`config.mk`:
```
export PLATFORM = sky130hd
export DESIGN_NAME = hotswap_fault_led_control
export DESIGN_NICKNAME = d
export VERILOG_FILES = /design/src/hw/hotswap_fault_pkg.sv /design/src/hw/hotswap_fault_led_control.sv /design/src/hw/flash_clock_gen.sv
export VERILOG_INCLUDE_DIRS = /design/src /design/src/hw
export SDC_FILE = /design/constraint.sdc
export NUM_CORES = 1
export LEC_CHECK = 0
export BUFFER_PORTS_ARGS = -buffer_cell sky130_fd_sc_hd__buf_2
export CORE_MARGIN = 4
export CORE_UTILIZATION = 51
export CTS_CLUSTER_SIZE = 16
export DETAILED_ROUTE_END_ITERATION = 6
export GPL_TIMING_DRIVEN = 0
export PLACE_DENSITY = 0.76
export SYNTH_ARGS = -nofsm -noshare
export SYNTH_HDL_FRONTEND = slang
export SYNTH_SLANG_ARGS = --single-unit
```
`constraint.sdc`:
```
create_clock -name clk -period 2 [get_ports clk]
set_input_delay 0.1 -clock clk [delete_from_list [all_inputs] [get_ports clk]]
set_output_delay 0.1 -clock clk [all_outputs]
set_load 0.01 [all_outputs]
```
`src/hw/hotswap_fault_consts.svh`:
```
// Constants for the hot-swap fault and indicator register bank.
// Assumes an 8-bit register port supplied by the serial front end.
`ifndef HOTSWAP_FAULT_CONSTS_SVH
`define HOTSWAP_FAULT_CONSTS_SVH
// Register offsets
`define ADDR_BREAKER_EVENT 8'h31
`define ADDR_UV_STATUS 8'h35
`define ADDR_OV_STATUS 8'h36
`define ADDR_OC_STATUS 8'h37
`define ADDR_FO_KEY 8'h39
`define ADDR_FO_CTRL 8'h3a
`define ADDR_FLASH_ENABLE_BIT 8'h43
`define ADDR_LED_PHASE 8'h44
`define ADDR_PIN_LEVEL 8'h45
`define ADDR_GEN_STATUS 8'h3c
// Reset values
`define RST_FLASH_ENABLE_BIT 8'h0f
`define RST_ZERO 8'h00
// Unlock key value
`define FO_KEY_VALUE 8'ha5
// Field positions
`define BIT_WARN 0
`define BIT_CRIT 4
`define BIT_FAST 0
`define BIT_SLOW 2
`define BIT_ALERT 4
`define BIT_FO 0
// Flash timing: half period of the 1 Hz flash clock
`define FLASH_HALF_MS 500
`define CLK_MHZ 250
`define FLASH_HALF_CYC (`FLASH_HALF_MS * 1000 * `CLK_MHZ)
`endif

```
`src/hw/hotswap_fault_pkg.sv`:
```
// Types for the hot-swap fault and indicator register bank.
// Assumes the constants header is included by each user.
package hotswap_fault_pkg;
    // Register data byte
    typedef logic [7:0] reg_byte_t;
    // Register port access kind, one-hot
    typedef enum logic [2:0] {
        acc_idle = 3'h1,
        acc_read = 3'h2,
        acc_write = 3'h4
    } access_t;
endpackage : hotswap_fault_pkg

```
`src/hw/hotswap_fault_led_control.sv`:
```
// Fault logging, force-on override and LED/GPIO register bank.
// Assumes a serial front end presenting byte reads and writes, one cycle each.
// Operation
// - Unlocked force-on holds channel enabled
// - Forced on: faults never shut down
// - Logging and alert continue while forced
// - Override needs key 0xA5
// - Each comparator event sets own bit
// - Warning at bit 0, critical bit 4
// - Overcurrent warning single flag
// - Breaker log: slow and fast flags
// - Breaker fault is OR of flags
// - Logs latch until read or restart; breaker log until restart
// - Breaker trip shutdown drives fault low
// - Voltage shutdowns leave fault released
// - Disable releases fault output
// - Any log bit drives alert low
// - Alert mirrored in general status
// - Off bit releases driver, else sinks
// - Flash toggles at 1 Hz, overriding off
// - Phase bits pick flash polarity
// - Low bits enable weak pull-up
// - Disabled LEDs read back as inputs
`timescale 1ns/1ns
`include "hotswap_fault_consts.svh"
module hotswap_fault_led_control #(
    parameter int unsigned NUM_LEDS = 4,
    parameter int unsigned FLASH_HALF_CYCLES = `FLASH_HALF_CYC
) (
    // Clock and reset
    input wire logic clk,
    input wire logic rst,
    // Register port
    input wire logic reg_wr,
    input wire logic reg_rd,
    input wire hotswap_fault_pkg::reg_byte_t reg_addr,
    input wire hotswap_fault_pkg::reg_byte_t reg_wdata,
    output hotswap_fault_pkg::reg_byte_t reg_rdata,
    // Channel enable sources
    input wire logic channel_on_pin,
    input wire logic channel_enable_first,
    input wire logic channel_enable_second,
    // Comparator hits
    input wire logic uv_warn_hit,
    input wire logic uv_crit_hit,
    input wire logic ov_warn_hit,
    input wire logic ov_crit_hit,
    input wire logic oc_warn_hit,
    // Breaker trips
    input wire logic slow_trip_hit,
    input wire logic fast_trip_hit,
    // Shutdown policy: critical voltage compares shut the channel down
    input wire logic crit_shutdown_en,
    // Channel control out
    output logic channel_enable,
    output logic fault_n_o,
    output logic fault_n_oe,
    output logic alert_n_o,
    output logic alert_n_oe,
    // LED / GPIO pins
    input wire logic [NUM_LEDS-1:0] led_i,
    output logic [NUM_LEDS-1:0] led_o,
    output logic [NUM_LEDS-1:0] led_oe,
    output logic [NUM_LEDS-1:0] led_pullup_en
);
    import hotswap_fault_pkg::*;

    // Register field widths fit one byte
    initial begin
        if (NUM_LEDS != 4) begin
            $error("hotswap_fault_led_control: NUM_LEDS must be 4");
        end
    end

    // All block state
    typedef struct packed {
        logic [7:0] breaker_event_log;
        logic [7:0] undervoltage_event_status;
        logic [7:0] overvoltage_event_status;
        logic [7:0] overcurrent_warning_status;
        logic [7:0] force_on_unlock_key;
        logic override_bit;
        logic [7:0] led_drive_flash_control;
        logic [7:0] led_phase_pullup_control;
        logic [3:0] pin_level_readback;
        logic latched_off;
        logic breaker_shutdown;
        logic enable_seen;
        logic [7:0] rdata;
        logic [3:0] led_drive;
    } bank_t;

    bank_t s_q; // Registered state
    bank_t s_d; // Next state

    logic flash_phase; // Shared 1 Hz phase
    logic requested_on; // Pin and bit enable
    logic forced; // Override active
    logic any_log; // Any log bit set
    logic restart; // Enable went away
    access_t acc; // Decoded access kind

    // Shared flash divider
    flash_clock_gen #(
        .HALF_CYCLES(FLASH_HALF_CYCLES)
    ) u_flash (
        .clk(clk),
        .rst(rst),
        .flash_phase(flash_phase)
    );

    // Read-clear mask for one log register
    function automatic logic [7:0] rc_update(input logic [7:0] cur, input logic [7:0] hits,
                                             input logic clr);
        logic [7:0] v;
        v = clr ? 8'h00 : cur;
        // Set wins over a clear in the same cycle
        rc_update = v | hits;
    endfunction : rc_update

    // Access decode and combinational helpers
    always_comb begin
        acc = acc_idle;
        if (reg_wr) begin
            acc = acc_write;
        end else if (reg_rd) begin
            acc = acc_read;
        end
        requested_on = channel_on_pin & channel_enable_first & channel_enable_second;
        forced = s_q.override_bit && (s_q.force_on_unlock_key == `FO_KEY_VALUE);
        restart = !requested_on && !forced;
        any_log = |{s_q.breaker_event_log, s_q.undervoltage_event_status,
                    s_q.overvoltage_event_status, s_q.overcurrent_warning_status};
    end

    // Next-state logic
    always_comb begin
        logic [7:0] uv_hits;
        logic [7:0] ov_hits;
        logic [7:0] oc_hits;
        logic [7:0] br_hits;
        logic rd_clr;
        logic crit_trip;
        logic brk_trip;
        logic enabled_now;
        uv_hits = 8'h00;
        ov_hits = 8'h00;
        oc_hits = 8'h00;
        br_hits = 8'h00;
        // Locals start defined on every pass
        rd_clr = 1'b0;
        crit_trip = 1'b0;
        brk_trip = 1'b0;
        enabled_now = 1'b0;
        s_d = s_q;
        enabled_now = forced || (requested_on && !s_q.latched_off);
        // warn bit 0, crit bit 4
        uv_hits[`BIT_WARN] = uv_warn_hit;
        uv_hits[`BIT_CRIT] = uv_crit_hit;
        ov_hits[`BIT_WARN] = ov_warn_hit;
        ov_hits[`BIT_CRIT] = ov_crit_hit;
        oc_hits[`BIT_WARN] = oc_warn_hit;
        br_hits[`BIT_SLOW] = slow_trip_hit && enabled_now;
        br_hits[`BIT_FAST] = fast_trip_hit && enabled_now;
        rd_clr = (acc == acc_read);
        s_d.undervoltage_event_status = rc_update(s_q.undervoltage_event_status, uv_hits,
            (rd_clr && reg_addr == `ADDR_UV_STATUS) || restart);
        s_d.overvoltage_event_status = rc_update(s_q.overvoltage_event_status, ov_hits,
            (rd_clr && reg_addr == `ADDR_OV_STATUS) || restart);
        s_d.overcurrent_warning_status = rc_update(s_q.overcurrent_warning_status, oc_hits,
            (rd_clr && reg_addr == `ADDR_OC_STATUS) || restart);
        // Breaker log is read-only, cleared only by restart
        s_d.breaker_event_log = rc_update(s_q.breaker_event_log, br_hits, restart);
        brk_trip = br_hits[`BIT_SLOW] | br_hits[`BIT_FAST];
        crit_trip = crit_shutdown_en && (uv_crit_hit || ov_crit_hit) && enabled_now;
        if (restart) begin
            s_d.latched_off = 1'b0;
            s_d.breaker_shutdown = 1'b0;
        end else if (!forced && (brk_trip || crit_trip)) begin
            s_d.latched_off = 1'b1;
            if (brk_trip) begin
                s_d.breaker_shutdown = 1'b1;
            end
        end
        s_d.enable_seen = enabled_now;
        // Register writes
        if (acc == acc_write) begin
            case (reg_addr)
                `ADDR_FO_KEY: s_d.force_on_unlock_key = reg_wdata;
                `ADDR_FO_CTRL: begin
                    if (s_q.force_on_unlock_key == `FO_KEY_VALUE) begin
                        s_d.override_bit = reg_wdata[`BIT_FO];
                    end
                end
                `ADDR_FLASH_ENABLE_BIT: s_d.led_drive_flash_control = reg_wdata;
                `ADDR_LED_PHASE: s_d.led_phase_pullup_control = reg_wdata;
                default: begin
                    // Read-only or unmapped: ignored
                end
            endcase
        end
        s_d.pin_level_readback = led_i;
        for (int i = 0; i < 4; i++) begin
            if (s_q.led_drive_flash_control[4 + i]) begin
                s_d.led_drive[i] = flash_phase ^ s_q.led_phase_pullup_control[4 + i];
            end else begin
                s_d.led_drive[i] = ~s_q.led_drive_flash_control[i];
            end
        end
        // Read data, registered
        s_d.rdata = 8'h00;
        case (reg_addr)
            `ADDR_BREAKER_EVENT: s_d.rdata = s_q.breaker_event_log;
            `ADDR_UV_STATUS: s_d.rdata = s_q.undervoltage_event_status;
            `ADDR_OV_STATUS: s_d.rdata = s_q.overvoltage_event_status;
            `ADDR_OC_STATUS: s_d.rdata = s_q.overcurrent_warning_status;
            `ADDR_FO_KEY: s_d.rdata = s_q.force_on_unlock_key;
            `ADDR_FO_CTRL: s_d.rdata = {7'h00, s_q.override_bit};
            `ADDR_FLASH_ENABLE_BIT: s_d.rdata = s_q.led_drive_flash_control;
            `ADDR_LED_PHASE: s_d.rdata = s_q.led_phase_pullup_control;
            `ADDR_PIN_LEVEL: s_d.rdata = {4'h0, s_q.pin_level_readback};
            `ADDR_GEN_STATUS: s_d.rdata = {3'h0, any_log, 4'h0};
            default: s_d.rdata = 8'h00;
        endcase
    end

    // Register all state
    always_ff @(posedge clk) begin
        if (rst) begin
            s_q <= '0;
            s_q.led_drive_flash_control <= `RST_FLASH_ENABLE_BIT;
        end else begin
            s_q <= s_d;
        end
    end

    // Outputs
    assign reg_rdata = s_q.rdata;
    assign channel_enable = s_q.enable_seen;
    // Open drain: output always low, enable pulls
    assign fault_n_o = 1'b0;
    assign fault_n_oe = s_q.breaker_shutdown;
    assign alert_n_o = 1'b0;
    assign alert_n_oe = any_log;
    assign led_o = '0;
    assign led_oe = s_q.led_drive;
    assign led_pullup_en = s_q.led_phase_pullup_control[3:0];
endmodule : hotswap_fault_led_control

```
`src/hw/flash_clock_gen.sv`:
```
// Divider that makes the shared 1 Hz flash clock from the system clock.
// Assumes clk runs at the documented rate; the count is a parameter.
`timescale 1ns/1ns
`include "hotswap_fault_consts.svh"
module flash_clock_gen #(
    parameter int unsigned HALF_CYCLES = `FLASH_HALF_CYC
) (
    // Clock and reset
    input wire logic clk,
    input wire logic rst,
    // Shared flash phase
    output logic flash_phase
);
    import hotswap_fault_pkg::*;

    // State of the divider
    typedef struct packed {
        logic [31:0] count;
        logic phase;
    } div_state_t;

    div_state_t s_q; // Registered state
    div_state_t s_d; // Next state

    // A zero half period would wrap the compare and toggle only every 2^32 cycles
    initial begin
        if (HALF_CYCLES < 1) begin
            $error("flash_clock_gen: HALF_CYCLES must be at least 1");
        end
    end

    always_comb begin
        s_d = s_q;
        if (s_q.count >= HALF_CYCLES - 1) begin
            s_d.count = 32'h0;
            s_d.phase = ~s_q.phase;
        end else begin
            s_d.count = s_q.count + 32'h1;
        end
    end

    // Register the divider
    always_ff @(posedge clk) begin
        if (rst) begin
            s_q <= '0;
        end else begin
            s_q <= s_d;
        end
    end

    assign flash_phase = s_q.phase;
endmodule : flash_clock_gen

```
# ---- Word-level counts from Yosys, hierarchy flattened
# Cells that the tools add are included.
dict set report op_classes {
  reduce_logical 28
  magnitude_cmp 1
  add_sub_neg 1
  eq_ne 13
  n_mux 11
  n_bitwise 16
}
# op count
set op_table {}
lappend op_table {{$pmux 8 s10} 1}
lappend op_table {{$eq 8x6->1 const B} 7}
lappend op_table {{$add 32x1->32 const B} 1}
lappend op_table {{$ge 32x27->1 const B} 1}
lappend op_table {{$mux 8} 4}
lappend op_table {{$reduce_or 32->1} 1}
lappend op_table {{$eq 8x7->1 const B} 3}
lappend op_table {{$or 8x5->8} 2}
lappend op_table {{$logic_and 1x1->1} 11}
lappend op_table {{$eq 8x8->1 const B} 1}
lappend op_table {{$or 8x1->8} 1}
lappend op_table {{$or 8x3->8} 1}
lappend op_table {{$reduce_and 2->1} 4}
lappend op_table {{$logic_or 1x1->1} 6}
lappend op_table {{$not 1->1} 5}
lappend op_table {{$mux 1} 4}
lappend op_table {{$reduce_or 2->1} 2}
lappend op_table {{$xor 1x1->1} 4}
lappend op_table {{$eq 3x2->1 const B} 1}
lappend op_table {{$eq 3x3->1 const B} 1}
lappend op_table {{$logic_not 1->1} 3}
lappend op_table {{$mux 3} 1}
lappend op_table {{$reduce_and 3->1} 1}
lappend op_table {{$and 1x1->1} 2}
lappend op_table {{other kinds (2)} 2}
dict set report totals {
  word_cells 86
  register_bits 109
  out_inout_bits 25
  input_bits 35
}

# ---- Longest topological paths before layout
dict set report logic_depth {
  depth_word 9
  mapped_depth 8
  mapped_depth_nobuf 6
}

# ---- Cells and area by module
# A second synthesis with hierarchy kept.
dict set report unflattened {
  cells_unflattened 425
  hier_area_um2 4046.4
}
# mod cells_each seq_area_each_um2 area_each_um2 n_inst
set modules_own_cells {}
lappend modules_own_cells {hotswap_fault_led_control 272 1021.0 2577.5 1}
lappend modules_own_cells {flash_clock_gen 153 660.6 1468.9 1}

# ---- Least setup slack after synthesis
# OpenSTA, ideal clock, no wires.
dict set report synth_timing {
  kind {reg-to-reg}
  start {register u_flash.s_q[30] (netlist name)}
  end {register u_flash.s_q[4] (netlist name)}
  slack_ns 0.097
  t_arrival_ns 1.839
  setup_ns 0.064
  path_buffers 2
  synth_period_minus_slack_ns 1.903
  path_stages_with_launch 7
  cell_sequence {dfxtp_1 or4_1 or3_1 or3_1 buf_6 buf_6 nor2_1}
}
dict set report synth_between {
  elab_chain_cells 2
}
# item line_no
set synth_lines {}
lappend synth_lines {{from (decl)} flash_clock_gen.sv:22} ;# div_state_t s_q;
lappend synth_lines {{from (signal assigned)} flash_clock_gen.sv:45} ;# s_q <= '0;
lappend synth_lines {{from (signal assigned)} flash_clock_gen.sv:47} ;# s_q <= s_d;
lappend synth_lines {{$ge 32x27->1} flash_clock_gen.sv:34} ;# if (s_q.count >= HALF_CYCLES - 1) begin
lappend synth_lines {{$reduce_or 2->1 (no line)} --}
# No other way between the ends.
# A chain may end at the register's enable or synchronous reset.

# ---- Final worst setup path
dict set report layout_timing {
  start {register u_flash.s_q[28] (netlist name)}
  end {register u_flash.s_q[14] (netlist name)}
}
# Same word-level chain as after synthesis.

==> metrics.txt <==
status=finished clean; final worst slack=0.0731 ns; DRC=0; commonest non-fill, non-tap cells in the layout=82 x dfxtp_1, 66 x nor2_1, 57 x buf_2; top_reg_cell synth=dfxtp_1; Net Sw Frac=22.3%; Post-DP Area=4230 um2; final WL=8950 um; detailed-route wire length per cell=14.2 um; worst path cell trace=or4_4 > or3_4 > or3_4 > buf_2 > nor2_1; synthesis-to-layout area growth=21.7%; CTS tree=built; cells after synthesis=441; CTS Sinks=84; Pre-antenna DRT Iters=4; Synth top area share=44.2%; Post-Syn Area=3810 um2; vias per cell=5.29; final hold slack=0.0149 ns; synth warn=0; via count=3334; Hold Crit Class=in -> reg; Bufs on Longest Clock Path=2; DPL Wire Length=6260 um; Worst Reg2Reg Path Length in Cells=5; Worst R2R End=u_flash.s_q[14]; Synth async-reset ratio=0%; Reg2Reg Launch Point=u_flash.s_q[28]; leakage=1.84 nW; die width=94.4 um; Setup WS pre-CTS=-0.254 ns; sequential area share after synthesis=44.2%; Critical Path Source Type=flip-flop; ant diodes=0; antenna viol nets, final=0; CTS buffer count=9; area leader, netlist=dfxtp_1; commonest non-fill, non-tap cell in the layout=dfxtp_1; Rows=31; MaxCap Viol Count=0; Final Power=0.00307 W; Initial Utilization=52.5%; min Tclk post-route=1.93 ns; Die Ht=94.4 um; number of synthesized register bits=84; Required @ worst endpoint=2.28 ns; layout cell share with drive strength beyond 1=22.4%; pin count of the biggest net entering global routing=14; vias in the first global route=3201; number of port buffers=52; Rel. slew slack=57.8%; GRT Overall Usage=21.2%; final setup violation count=0; Core Footprint=7250 um2; initial antenna violation count=1; Sw Pwr=0.000685 W; final hold vios=0; Clk pwr share=37.9%; clk_skew=0.00512 ns; max-slew violations=0; Internal=0.00238 W; Worst EP arrival=2.21 ns; max frequency=0.519 GHz; Critical Path Max Stage Delay=0.51 ns; Starting DRT DRC Count=138; unrepaired setup endpoints after global routing=false; crit path max fanout=6; R2R setup slack=0.07 ns; final core utilization=63.9%; H-tree levels=3; Post-synth EDFFs=0; Area contributors post-synth=dfxtp_1 44%, nor2_1 7.1%, xor2_1 4.8%; Clock Root Buffer=clkbuf_8; crit path max-delay cell type=or4_4; CP Capture Type=flip-flop; io pins=60; worst skew pair latency=0.35 ns; Final Cycle Share=96.3%; grt total ovfl=0; global-route wire length before repair=15000 um; crit path launch=u_flash.s_q[28]; CP Capture Point=u_flash.s_q[14]; Die ar.=8910 um2; Critical Path Most Common Cell=or3_4; Sequential Power Share=55.5%; Synth cell types=51; cell area power density=662 nW/um2; Gate power share=6.7%; CTS clk-pin slew, worst paths=0.08 ns; Final Cell Area=4630 um2; Crit Path Category=reg -> reg; Worst-Margin Slew=0.627 ns; Routability Congestion=0.886; Mapped Avg Cell Area=8.63 um2; Max VDD drop=0.000397 V; NumNets Final=563
==> worst min path at each step <==
stage,startpoint,endpoint,slack (ns),cells past startpoint
after detailed placement,led_i[0],s_q[15],0.31,2
after global placement,ov_warn_hit,s_q[52],0.31,3
after global routing,reg_wdata[4],s_q[40],0.008,3
after floorplan,ov_warn_hit,s_q[52],0.22,2
after CTS,fast_trip_hit,s_q[68],0.0006,3
final,fast_trip_hit,s_q[68],0.01,3
==> metal layers <==
metal / share of wire (%) / GRT usage, % / routed length, um
met4: 3.0 / 8.54 / 269
met5: 0.078 / 0 / 7
met1: 40 / 24.4 / 3610
met3: 7.1 / 6.06 / 632
met2: 50 / 36.8 / 4440
==> timing repair <==
item                       CTS  global route
buffers inserted             4             0
setup endpoints to repair   25            24
hold endpoints to repair     9             0
resized for setup           11            11
pin swaps                    4             1
hold buffers                 9             0
gates cloned                 1             0
==> critical path, delay by kind of cell, from the launching register on <==
family | cells | cell delay (ns)
flops | 1 | 0.30
simple gates | 4 | 1.38
buf+inv | 1 | 0.17
==> sequential cells by signal (all words and copies together), names as in the netlist <==
register,flops
reg_rdata,8
led_pullup_en,4
led_oe,4
s_q,33
fault_n_oe,1
u_flash.s_q,32
channel_enable,1
u_flash.flash_phase,1
==> synthesized netlist by cell type, types with 6 or more instances <==
cell type	n
nor2b_1	10
mux2i_1	17
nand2_1	27
inv_1	7
clkbuf_1	12
nor3_1	6
xnor2_1	8
nor2_1	72
xor2_1	21
nand3_1	32
dfxtp_1	84
a21oi_1	29
nand4_1	9
buf_4	22
o21a_1	6
==> area by class of cell <==
class | instances | area (um2)
plain buffers | 43 | 272
multi-input cells | 316 | 1950
fillers | 634 | 2620
flip-flops and latches | 84 | 1680
inverters | 7 | 26.3
clock buffers | 11 | 141
repair buffers | 66 | 385
clock inverters | 4 | 50.0
well taps | 99 | 124
==> per-stage QoR <==
stage | setup TNS (ns) | std cells
floorplan | 0 | 451
global placement | -3.47 | 602
detailed placement | -4.58 | 602
CTS | -0.000389 | 631
global route | 0 | 630
finish | 0 | 630
==> power groups by stage <==
stage                     logic (W)  clock network, W  registers [W]
after floorplan            0.000109                 0        0.00174
after global placement     0.000181                 0        0.00174
after detailed placement   0.000184                 0        0.00174
after CTS                  0.000201           0.00120        0.00170
after global routing       0.000222           0.00127        0.00170
final                      0.000204           0.00116        0.00170
==> cells by family (layout without fill, tap and decap cells) <==
logic type      count (synthesis)  after routing  synth area share (%)
other cells                     1             11                0.0985
flops                          84             84                  44.2
fa+ha+maj                       1              1                 0.329
simple gates                  193            193                  25.0
mux                            19             19                  5.06
compound gates                 63             63                  10.8
xor+xnor                       29             29                  6.67
buf+inv                        51            131                  7.92
No activity file was read; power rests on OpenSTA's default activity.
